$ cat src/include/lin_flags_pkg.sv
// Package of constants and carriers for the LIN status flag block
package lin_flags_pkg;

  // Register offsets on the plain register port
  localparam logic [3:0] ADDR_STATUS = 4'h0;
  localparam logic [3:0] ADDR_DATA = 4'h1;
  localparam logic [3:0] ADDR_CTRL = 4'h2;
  localparam logic [3:0] ADDR_IRQ_EN = 4'h3;

  // Status bit positions
  localparam int BIT_TX_EMPTY = 7;
  localparam int BIT_TX_DONE = 6;
  localparam int BIT_RX_FULL = 5;
  localparam int BIT_IDLE = 4;
  localparam int BIT_HDR_ERR = 3;
  localparam int BIT_NOISE = 2;
  localparam int BIT_FRAME_ERR = 1;
  localparam int BIT_PARITY_ERR = 0;

  // Control bit positions
  localparam int CTL_LIN_MODE = 0;
  localparam int CTL_SLAVE_SELECT = 1;
  localparam int CTL_RX_MUTE = 2;
  localparam int CTL_HDR_DETECT_METHOD = 3;
  localparam int CTL_PARITY_CHECK_EN = 4;
  localparam int CTL_SYNCH_STATE = 5;

  // Reset values
  localparam logic [7:0] STATUS_RESET = 8'hc0;
  localparam logic [7:0] CTRL_RESET = 8'h00;
  localparam logic [7:0] IRQ_EN_RESET = 8'h00;

  // Dominant bits needed to rejoin a busy bus
  localparam logic [3:0] HOTPLUG_BITS = 4'hb;

  // Hot plug hunt states
  typedef enum logic [1:0] {
    HP_OFF = 2'b00,
    HP_HUNT = 2'b01,
    HP_DONE = 2'b11
  } hp_state_e;

  // Receive side events from the serial engine
  typedef struct packed {
    logic rx_done;
    logic rx_is_break;
    logic stop_dominant;
    logic any_recessive;
    logic noise;
    logic id_parity_bad;
    logic in_header;
    logic header_timeout;
    logic synch_corrupt;
    logic idle_line;
    logic id_detected;
  } rx_evt_s;

  // Transmit side events
  typedef struct packed {
    logic buf_to_shift;
    logic char_done;
    logic char_is_data;
  } tx_evt_s;

endpackage

$ cat src/rtl/lin_hotplug.sv
// Hot plug hunt for eleven consecutive dominant bits
`timescale 1ns/100ps
`default_nettype none
module lin_hotplug
  import lin_flags_pkg::*;
(
  // Clock and reset
  input wire logic mclk,
  input wire logic reset,
  // Mode
  input wire logic hunt_en,
  // Bit stream
  input wire logic bit_tick,
  input wire logic rx_pin,
  // Result
  output logic discard
);

  hp_state_e state_q;
  logic [3:0] run_q;

  // Hunt state; a released enable rearms the hunt
  always_ff @(posedge mclk)
  begin
    if (reset || !hunt_en)
    begin
      state_q <= HP_OFF;
      run_q <= 4'h0;
    end
    else
    begin
      case (state_q)
        HP_OFF:
        begin
          state_q <= HP_HUNT;
          run_q <= 4'h0;
        end
        HP_HUNT:
          if (bit_tick)
          begin
            if (rx_pin)
              run_q <= 4'h0;
            else if (run_q == HOTPLUG_BITS - 4'h1)
              state_q <= HP_DONE;
            else
              run_q <= run_q + 4'h1;
          end
        default:
          state_q <= HP_DONE;
      endcase
    end
  end

  // Bits before the run are thrown away
  assign discard = hunt_en && (state_q != HP_DONE);

endmodule // lin_hotplug
`default_nettype wire

$ cat src/rtl/lin_status_flags.sv
// LIN status flags, clear sequences, interrupt and hot plug
//
// Strobed register access and the placing of the registers were left to the implementer.
`timescale 1ns/100ps
`default_nettype none
// How it works
// - In LIN slave mute mode bits are dropped until eleven dominant bits.
// - The status register reads C0h after reset.
// - tx_empty sets on buffer to shift move and clears by status then write.
// - tx_done sets after a data character, never after a break.
// - rx_full sets on received data and clears by status then data read.
// - idle sets on idle line and not again until rx_full has set.
// - header_error sets on corrupt synch, header time-out or overrun.
// - header_error interrupts on rx_irq_en; clearing it needs the synch state clear.
// - Outside the header header_error reports ordinary overrun.
// - noise_flag acts in master mode and carries no meaning in slave mode.
// - frame_error in slave mode needs dominant stop and a recessive bit.
// - A break never sets frame_error; header_detect_flag reports it when the header detect method is zero.
// - parity_error sets on identifier parity fault when checking enabled.
// - In mute a framing error on a non break character is dropped.
// - A slave leaves mute on break or identifier per the detect method.
module lin_status_flags
  import lin_flags_pkg::*;
(
  // Clock and reset
  input wire logic mclk,
  input wire logic reset,
  // Register port
  input wire logic [3:0] addr,
  input wire logic [7:0] wdata,
  input wire logic wr,
  input wire logic rd,
  output logic [7:0] rdata,
  // Serial engine events
  input wire tx_evt_s tx_evt,
  input wire rx_evt_s rx_evt,
  input wire logic [7:0] rx_byte,
  input wire logic bit_tick,
  input wire logic rx_pin,
  // Towards the engine
  output logic [7:0] tx_byte,
  output logic tx_load,
  output logic rx_discard,
  output logic header_detect_flag,
  // Interrupt
  output logic irq
);

  logic [7:0] status_q;
  logic [7:0] ctrl_q;
  logic [7:0] irq_en_q;
  logic [7:0] data_q;
  logic [7:0] armed_q;
  logic [7:0] rdata_q;
  logic idle_block_q;
  logic hdr_flag_q;
  logic lin_mode;
  logic slave;
  logic mute;
  logic slave_mute;
  logic status_acc;
  logic data_rd;
  logic data_wr;
  logic rx_ok;
  logic frame_bad;
  logic real_frame;
  logic hunt_drop;
  logic [7:0] set_v;
  logic [7:0] clr_v;

  // Control decode
  assign lin_mode = ctrl_q[CTL_LIN_MODE];
  assign slave = ctrl_q[CTL_SLAVE_SELECT];
  assign mute = ctrl_q[CTL_RX_MUTE];
  assign slave_mute = lin_mode && slave && mute;

  // Bus strobes
  assign status_acc = (rd || wr) && (addr == ADDR_STATUS);
  assign data_rd = rd && (addr == ADDR_DATA);
  assign data_wr = wr && (addr == ADDR_DATA);

  // Hot plug hunt
  lin_hotplug u_hotplug (
    .mclk(mclk),
    .reset(reset),
    .hunt_en(slave_mute),
    .bit_tick(bit_tick),
    .rx_pin(rx_pin),
    .discard(hunt_drop)
  );
  assign rx_discard = hunt_drop;

  // Receive qualification; muted or hunting characters are dropped
  assign rx_ok = rx_evt.rx_done && !hunt_drop && !mute;
  assign frame_bad = rx_evt.stop_dominant && rx_evt.any_recessive;
  // Slave mode demands a genuine framing error; break never counts
  assign real_frame = rx_evt.rx_done && !hunt_drop && !rx_evt.rx_is_break
    && !mute
    && (slave ? frame_bad : rx_evt.stop_dominant);

  // Set terms for each flag
  always_comb
  begin
    set_v = 8'h00;
    set_v[BIT_TX_EMPTY] = tx_evt.buf_to_shift;
    set_v[BIT_TX_DONE] = tx_evt.char_done && tx_evt.char_is_data;
    set_v[BIT_RX_FULL] = rx_ok && !rx_evt.rx_is_break;
    set_v[BIT_IDLE] = rx_evt.idle_line && !idle_block_q;
    // Overrun in or out of header, plus header faults
    set_v[BIT_HDR_ERR] = (rx_ok && status_q[BIT_RX_FULL])
      || (rx_evt.in_header
      && (rx_evt.header_timeout || rx_evt.synch_corrupt));
    set_v[BIT_NOISE] = rx_ok && rx_evt.noise && !slave;
    set_v[BIT_FRAME_ERR] = real_frame;
    set_v[BIT_PARITY_ERR] = rx_ok && rx_evt.id_parity_bad
      && ctrl_q[CTL_PARITY_CHECK_EN];
  end

  // Clear terms: armed flags go on the matching data access
  always_comb
  begin
    clr_v = 8'h00;
    clr_v[BIT_TX_EMPTY] = data_wr && armed_q[BIT_TX_EMPTY];
    clr_v[BIT_TX_DONE] = data_wr && armed_q[BIT_TX_DONE];
    clr_v[BIT_RX_FULL] = data_rd && armed_q[BIT_RX_FULL];
    clr_v[BIT_IDLE] = data_rd && armed_q[BIT_IDLE];
    // Held while the block sits in the synch field state
    clr_v[BIT_HDR_ERR] = data_rd && armed_q[BIT_HDR_ERR]
      && !ctrl_q[CTL_SYNCH_STATE];
    clr_v[BIT_NOISE] = data_rd && armed_q[BIT_NOISE];
    clr_v[BIT_FRAME_ERR] = data_rd && armed_q[BIT_FRAME_ERR];
    clr_v[BIT_PARITY_ERR] = (data_rd || data_wr)
      && armed_q[BIT_PARITY_ERR];
  end

  // Status flags; a set in the clear cycle wins
  always_ff @(posedge mclk)
  begin
    if (reset)
      status_q <= STATUS_RESET;
    else
      status_q <= (status_q & ~clr_v) | set_v;
  end

  // Snapshot of flags seen at the status access
  always_ff @(posedge mclk)
  begin
    if (reset)
      armed_q <= 8'h00;
    else if (status_acc)
      armed_q <= status_q;
    else if (data_rd || data_wr)
      armed_q <= 8'h00;
  end

  // Idle rearms only after a fresh received character
  always_ff @(posedge mclk)
  begin
    if (reset)
      idle_block_q <= 1'b0;
    else if (set_v[BIT_RX_FULL])
      idle_block_q <= 1'b0;
    else if (set_v[BIT_IDLE])
      idle_block_q <= 1'b1;
  end

  // Break report when header detect method is zero
  always_ff @(posedge mclk)
  begin
    if (reset)
      hdr_flag_q <= 1'b0;
    else if (rx_evt.rx_done && rx_evt.rx_is_break && !hunt_drop
      && !ctrl_q[CTL_HDR_DETECT_METHOD])
      hdr_flag_q <= 1'b1;
    else if (data_rd)
      hdr_flag_q <= 1'b0;
  end
  assign header_detect_flag = hdr_flag_q;

  // Control register; mute leaves by break or identifier
  always_ff @(posedge mclk)
  begin
    if (reset)
      ctrl_q <= CTRL_RESET;
    else if (wr && addr == ADDR_CTRL)
      ctrl_q <= wdata;
    else if (lin_mode && slave && mute && !hunt_drop
      && (ctrl_q[CTL_HDR_DETECT_METHOD] ? rx_evt.id_detected
      : (rx_evt.rx_done && rx_evt.rx_is_break)))
      ctrl_q[CTL_RX_MUTE] <= 1'b0;
  end

  // Interrupt enables, laid out as the status bits
  always_ff @(posedge mclk)
  begin
    if (reset)
      irq_en_q <= IRQ_EN_RESET;
    else if (wr && addr == ADDR_IRQ_EN)
      irq_en_q <= wdata;
  end

  // Data port: received byte captured, written byte handed on
  always_ff @(posedge mclk)
  begin
    if (reset)
      data_q <= 8'h00;
    else if (set_v[BIT_RX_FULL])
      data_q <= rx_byte;
  end

  always_ff @(posedge mclk)
  begin
    if (reset)
    begin
      tx_byte <= 8'h00;
      tx_load <= 1'b0;
    end
    else
    begin
      tx_load <= data_wr;
      if (data_wr)
        tx_byte <= wdata;
    end
  end

  // Read data one cycle after the strobe, zero when idle or unmapped
  always_ff @(posedge mclk)
  begin
    if (reset)
      rdata_q <= 8'h00;
    else if (!rd)
      rdata_q <= 8'h00;
    else if (addr == ADDR_STATUS)
      rdata_q <= status_q;
    else if (addr == ADDR_DATA)
      rdata_q <= data_q;
    else if (addr == ADDR_CTRL)
      rdata_q <= ctrl_q;
    else if (addr == ADDR_IRQ_EN)
      rdata_q <= irq_en_q;
    else
      rdata_q <= 8'h00;
  end
  assign rdata = rdata_q;

  // Level interrupt; rx enable covers header error too, noise never
  always_ff @(posedge mclk)
  begin
    if (reset)
      irq <= 1'b0;
    else
      irq <= |(status_q & irq_en_q & 8'hfb)
        || (status_q[BIT_HDR_ERR] && irq_en_q[BIT_RX_FULL]);
  end

endmodule // lin_status_flags
`default_nettype wire

$ cat config.mk
export PLATFORM = sky130hd
export DESIGN_NAME = lin_status_flags
export DESIGN_NICKNAME = d
export VERILOG_FILES = /design/src/include/lin_flags_pkg.sv /design/src/rtl/lin_hotplug.sv /design/src/rtl/lin_status_flags.sv
export SDC_FILE = /design/constraint.sdc
export NUM_CORES = 1
export LEC_CHECK = 0
export BUFFER_PORTS_ARGS = -buffer_cell sky130_fd_sc_hd__buf_2
export CORE_ASPECT_RATIO = 2
export CORE_MARGIN = 8
export CORE_UTILIZATION = 53
export DETAILED_ROUTE_END_ITERATION = 6
export PLACE_DENSITY = 0.82
export SLEW_MARGIN = 10
export SYNTH_ARGS = -nofsm -noshare
export SYNTH_HDL_FRONTEND = slang
export SYNTH_HIERARCHICAL = 1
export SYNTH_SLANG_ARGS = --single-unit
$ cat constraint.sdc
create_clock -name mclk -period 2.2 [get_ports mclk]
set_input_delay 0 -clock mclk [delete_from_list [all_inputs] [get_ports mclk]]
set_output_delay 0 -clock mclk [all_outputs]
set_load 0.02 [all_outputs]
Word level (Yosys, flattened, before mapping)

Cells that the tools add are included.

$add $sub $neg: 1
Bitwise operators: 5
Reduce and logical (&&, ||, !) cells: 63
Muxes and demuxes: 20
Equality and inequality tests: 10

Operators with widths:

| operator            | count |
|---|---|
| $mux 8              | 6 |
| $logic_and 1x1->1   | 38 |
| $and 8x8->8         | 2 |
| $mux 4              | 3 |
| $eq 4x2->1 const B  | 2 |
| $logic_not 1->1     | 8 |
| $not 8->8           | 1 |
| $or 8x8->8          | 1 |
| $pmux 4 s2          | 1 |
| $reduce_bool 2->1   | 4 |
| $reduce_or 7->1     | 1 |
| $logic_or 1x1->1    | 6 |
| $mux 1              | 6 |
| $mux 2              | 3 |
| $ne 2x2->1 const B  | 3 |
| $reduce_and 3->1    | 2 |
| $add 4x1->4 const B | 1 |
| $eq 4x1->1 const B  | 1 |
| $eq 4x4->1 const B  | 1 |
| $logic_not 4->1     | 1 |
| $pmux 2 s2          | 1 |
| $reduce_or 2->1     | 2 |
| $ne 3x3->1 const B  | 1 |
| $eq 2x1->1 const B  | 1 |
| other kinds (3)     | 3 |

Input port bits: 40
Bits in registers: 66
Output and inout bits: 20

Depth between registers and ports, before layout

Depth in word-level cells: 9
Depth in mapped cells: 7
Depth with buffers taken out: 6

Modules after synthesis

The synthesis kept the hierarchy.

By module, submodules not included:

| module           | area each (um2) | cells an instance | instances |
|---|---|---|---|
| lin_status_flags | 2,367.3         | 262               | 1 |
| lin_hotplug      | 300.3           | 32                | 1 |

Least setup slack after synthesis

Ideal clock, no wire load.

Kind: register -> register
From: reg ctrl_q[1]
To: reg data_q[7]
Path slack: 0.229 ns
Clock period less this slack: 1.971 ns
Cell stages (with the launch flop): 8
Setup time: 0.071 ns
Arrival time: 1.900 ns
Data required time: 2.129 ns
Buffers on the path: 1
Path through: dfxtp_1 > and3_1 > a21boi_0 > nand2b_1 > or3_1 > clkbuf_1 > nand2_1 > a21oi_1

Word-level cells in the longest chain between the ends: 7

RTL lines:

| element                        | line                    | text |
|---|---|---|
| start, declared                | lin_status_flags.sv:50  | `logic [7:0] ctrl_q;` |
| start signal, assigned         | lin_status_flags.sv:186 | `ctrl_q <= wdata;` |
| $logic_and 1x1->1 (2 in a row) | lin_status_flags.sv:75  | `assign slave_mute = lin_mode && slave && mute;` |
| net slave_mute                 | lin_status_flags.sv:60  | `logic slave_mute;` |
| $logic_and 1x1->1              | lin_hotplug.sv:55       | `assign discard = hunt_en && (state_q != HP_DONE);` |
| net rx_discard                 | lin_status_flags.sv:43  | `output logic rx_discard,` |
| $logic_not 1->1                | lin_status_flags.sv:94  | `assign rx_ok = rx_evt.rx_done && !hunt_drop && !mute;` |
| $logic_and 1x1->1 (2 in a row) | lin_status_flags.sv:94  |  |
| $logic_and 1x1->1              | lin_status_flags.sv:107 | `set_v[BIT_RX_FULL] = rx_ok && !rx_evt.rx_is_break;` |
| end signal, assigned           | lin_status_flags.sv:208 | `data_q <= rx_byte;` |
| end, declared                  | lin_status_flags.sv:52  | `logic [7:0] data_q;` |

The timed path passes the listed nets, and every way through them passes these cells.
A chain may end at the register's enable or synchronous reset.

Worst setup path in the final report

From: reg ctrl_q[1]
To: reg data_q[6]

Word-level cells in the longest chain between the ends: 7

RTL lines:

| element                        | line |
|---|---|
| $logic_and 1x1->1 (2 in a row) | lin_status_flags.sv:75 |
| net slave_mute                 | lin_status_flags.sv:60 |
| $logic_and 1x1->1              | lin_hotplug.sv:55 |
| $logic_not 1->1                | lin_status_flags.sv:94 |
| $logic_and 1x1->1 (2 in a row) | lin_status_flags.sv:94 |
| $logic_and 1x1->1              | lin_status_flags.sv:107 |

The timed path passes the listed nets, and every way through them passes these cells.

==> results.cfg <==
[pwr]
p_seq_frac = 0.485
p_sw_frac = 0.225
p_clk_frac = 0.434
cellLeakagePower_nw = 1.51
combPwrFrac = 0.081
finalPower_mw = 2.56
internal-power_mw = 1.99
power_density_mw_per_mm2 = 734
max-vdd-ir-drop_mv = 0.651
p_sw_mw = 0.575

[placement]
placed_cell_area_mm2 = 0.00301
dp_cells = 401
hpwlAfterDp_mm = 5.08
io_buffer_count = 59
gp_congestion = 0.951

[clocking]
clk_pin_slew_ns = 0.07
cts_root_buffer = clkbuf_8
cts.sinks = 66
clk_latency_ns = 0.34
htreeDepth = 3
cts_buffers = 9
cts_buffer_depth = 2
cts_tree = done
post_cts.repair.setup_buffers = 0

[drt]
vias_per_cell = 5.54
drc_errors = 0
avgRoutedWirePerCell_um = 16.3
vias = 2453
drt-initial-drc-count = 170
ant_nets = 0
first_pass_iters = 5
drt_wl_total_mm = 7.24

[synthesis]
seq_area_frac_synth = 0.495
synth_area_leaders = dfxtp_1 50%, mux2i_1 7.9%, a21oi_1 6.4%, nand2_1 4.8%, o21ai_0 4.3%
synth_edf_count = 0
synth_area_mm2 = 0.00267
synth_largest_area_cell = dfxtp_1
yosysWarnings = 6
ys_ff_latch = 66
ys_types = 39
synth_top_area_frac = 0.495
synth_ff_type = dfxtp_1
synth_cells = 294
post_synth.cell_area_avg_um2 = 9.07
synthArstFlopShare = 0
syn_nets = 336

[global_routing]
grt_pass1_wl_mm = 11.8
first_global_vias = 2537
overflow = 0
grt_max_degree = 39
grt_use_total = 0.199
antenna_found_initial = 0

[final_layout]
nNetsFinal = 423
drive_above_1_share = 0.231
fill_cells = 383
area.growth.synth_to_final_pct = 30.9
layout.cells.non_filler = 443
design_area_mm2 = 0.00349
register_area_mm2 = 0.00132
diodes = 0
multi_input_area_mm2 = 0.00126

[critical_path]
crit_arrival_ns = 2.10
reg2reg_depth = 6
crit_type = reg -> reg
endpoint_kind = flop
cp-start-kind = flop
worstPathMaxFanout = 9
crit_required_ns = 2.47
regToRegSetupSlack_ns = 0.37

[sta]
fin_crit_sh = 0.833
slew_headroom = 0.545
fin_tns_setup_ns = 0
max_freq_mhz = 546
period_needed_ns = 1.83
final_max_slew_viol_count = 0
fin_skew_ns = 0.00644
fin_worst_hold_slack_ns = 0.0592
setup-violations-final = 0
timing_hold_violations_final = 0
tightest_slew_ns = 0.680
rsz0062_at_grt = no

[run]
cap_viol_max_count = 0

[floorplan]
die-area_mm2 = 0.00770
ios = 60
die_x_um = 66.2
initial_core_util = 0.548
core-area_mm2 = 0.00486
die_h_um = 116
num_rows = 36

[run_status]
outcome = complete, no violations

[hold_path]
holdPathStages = 4
hp-class = in -> reg
[Yosys cell counts, types with 2 or more instances]
library cell,count
a21oi_1,34
a22o_1,8
a31oi_1,2
a32oi_1,2
buf_1,2
clkbuf_1,9
dfxtp_1,66
ha_1,2
inv_1,8
mux2i_1,21
nand2_1,34
nand2b_1,6
nand3_1,5
nand3b_1,4
nor2_1,27
nor2b_1,5
nor3_1,3
nor3b_1,2
o21ai_0,23
o21ai_1,3
o221a_2,6
o311ai_0,4
or3b_1,2
[critical path, cell delays in order (launching register included)]
cell	delay, ns
dfxtp_1	0.41
and3_1	0.20
a21boi_0	0.33
nand2b_1	0.25
or3_1	0.32
nand2_1	0.10
a21oi_1	0.15
[path summary, 6_finish.rpt]
path / start / to
setup reg to reg: ctrl_q[1] / data_q[6]
hold / removal: rx_evt[9] / data_q[5]
setup / recovery: ctrl_q[1] / data_q[6]
hold reg to reg: data_q[1] / data_q[1]
[cell families (layout without fill, tap and decap cells)]
family / Yosys count / in the layout / synth area share
buffers and inverters: 21 / 113 / 0.0328
adders and majority gates: 2 / 2 / 0.00938
muxes: 21 / 21 / 0.0788
and+or+nand+nor: 97 / 97 / 0.180
AOI/OAI and AO/OA: 87 / 87 / 0.204
DFF: 66 / 66 / 0.495
[layer usage]
metal | global-route usage | share of wire
met5 | 0 | 0
met4 | 0.139 | 0.041
met3 | 0.0490 | 0.050
met2 | 0.336 | 0.53
met1 | 0.208 | 0.38
[sequential cells by signal, indices dropped and copies added (netlist names)]
signal	flops
data_q	8
rdata	8
status_q	8
header_detect_flag	1
u_hotplug/state_q	2
idle_block_q	1
armed_q	8
tx_byte	8
ctrl_q	8
irq_en_q	8
u_hotplug/run_q	4
tx_load	1
irq	1
[placed cells by master, fill, tap and decap left out, types with 2 or more instances in the layout]
cell / n
a21oi_1: 34
a22o_1: 8
a31oi_1: 2
a32oi_1: 2
buf_2: 59
buf_4: 4
bufinv_16: 2
clkbuf_8: 10
clkinv_2: 2
dfxtp_1: 66
dlygate4sd3_1: 26
ha_1: 2
inv_1: 8
mux2i_1: 21
nand2_1: 34
nand2b_1: 6
nand3_1: 5
nand3b_1: 4
nor2_1: 27
nor2b_1: 5
nor3_1: 2
nor3b_1: 2
o21ai_0: 23
o21ai_1: 3
o221a_2: 6
o311ai_0: 4
or3b_1: 2
[repair_timing]
item,4_1_cts,5_1_grt
hold buffers,26,0
setup endpoints to repair,0,9
endpoints found under the hold margin,42,0
gates resized for setup,0,1
[power by group through the flow]
stage          combinational, mW  sequential (mW)  clock [mW]
3_5_place_dp               0.169             1.27           0
2_1_floorplan             0.0880             1.27           0
4_1_cts                    0.205             1.24        1.13
3_3_place_gp               0.165             1.27           0
6_report                   0.208             1.24        1.11
5_1_grt                    0.226             1.24        1.20
[metrics by stage]
stage	util	worst slack (ns)
2_1_floorplan	-	0.229
3_3_place_gp	0.618	0.168
3_5_place_dp	0.618	0.0724
4_1_cts	0.717	0.0860
5_1_grt	0.718	0.203
6_report	0.718	0.367
[area by class of cell]
class | instances | area share
flip-flops and latches | 66 | 0.378
inverters | 8 | 0.00860
repair buffers | 89 | 0.168
clock buffers | 11 | 0.0405
multi-input cells | 207 | 0.362
clock inverters | 5 | 0.0222
well taps | 57 | 0.0204
Note: power is estimated with default switching activity, not from simulation.
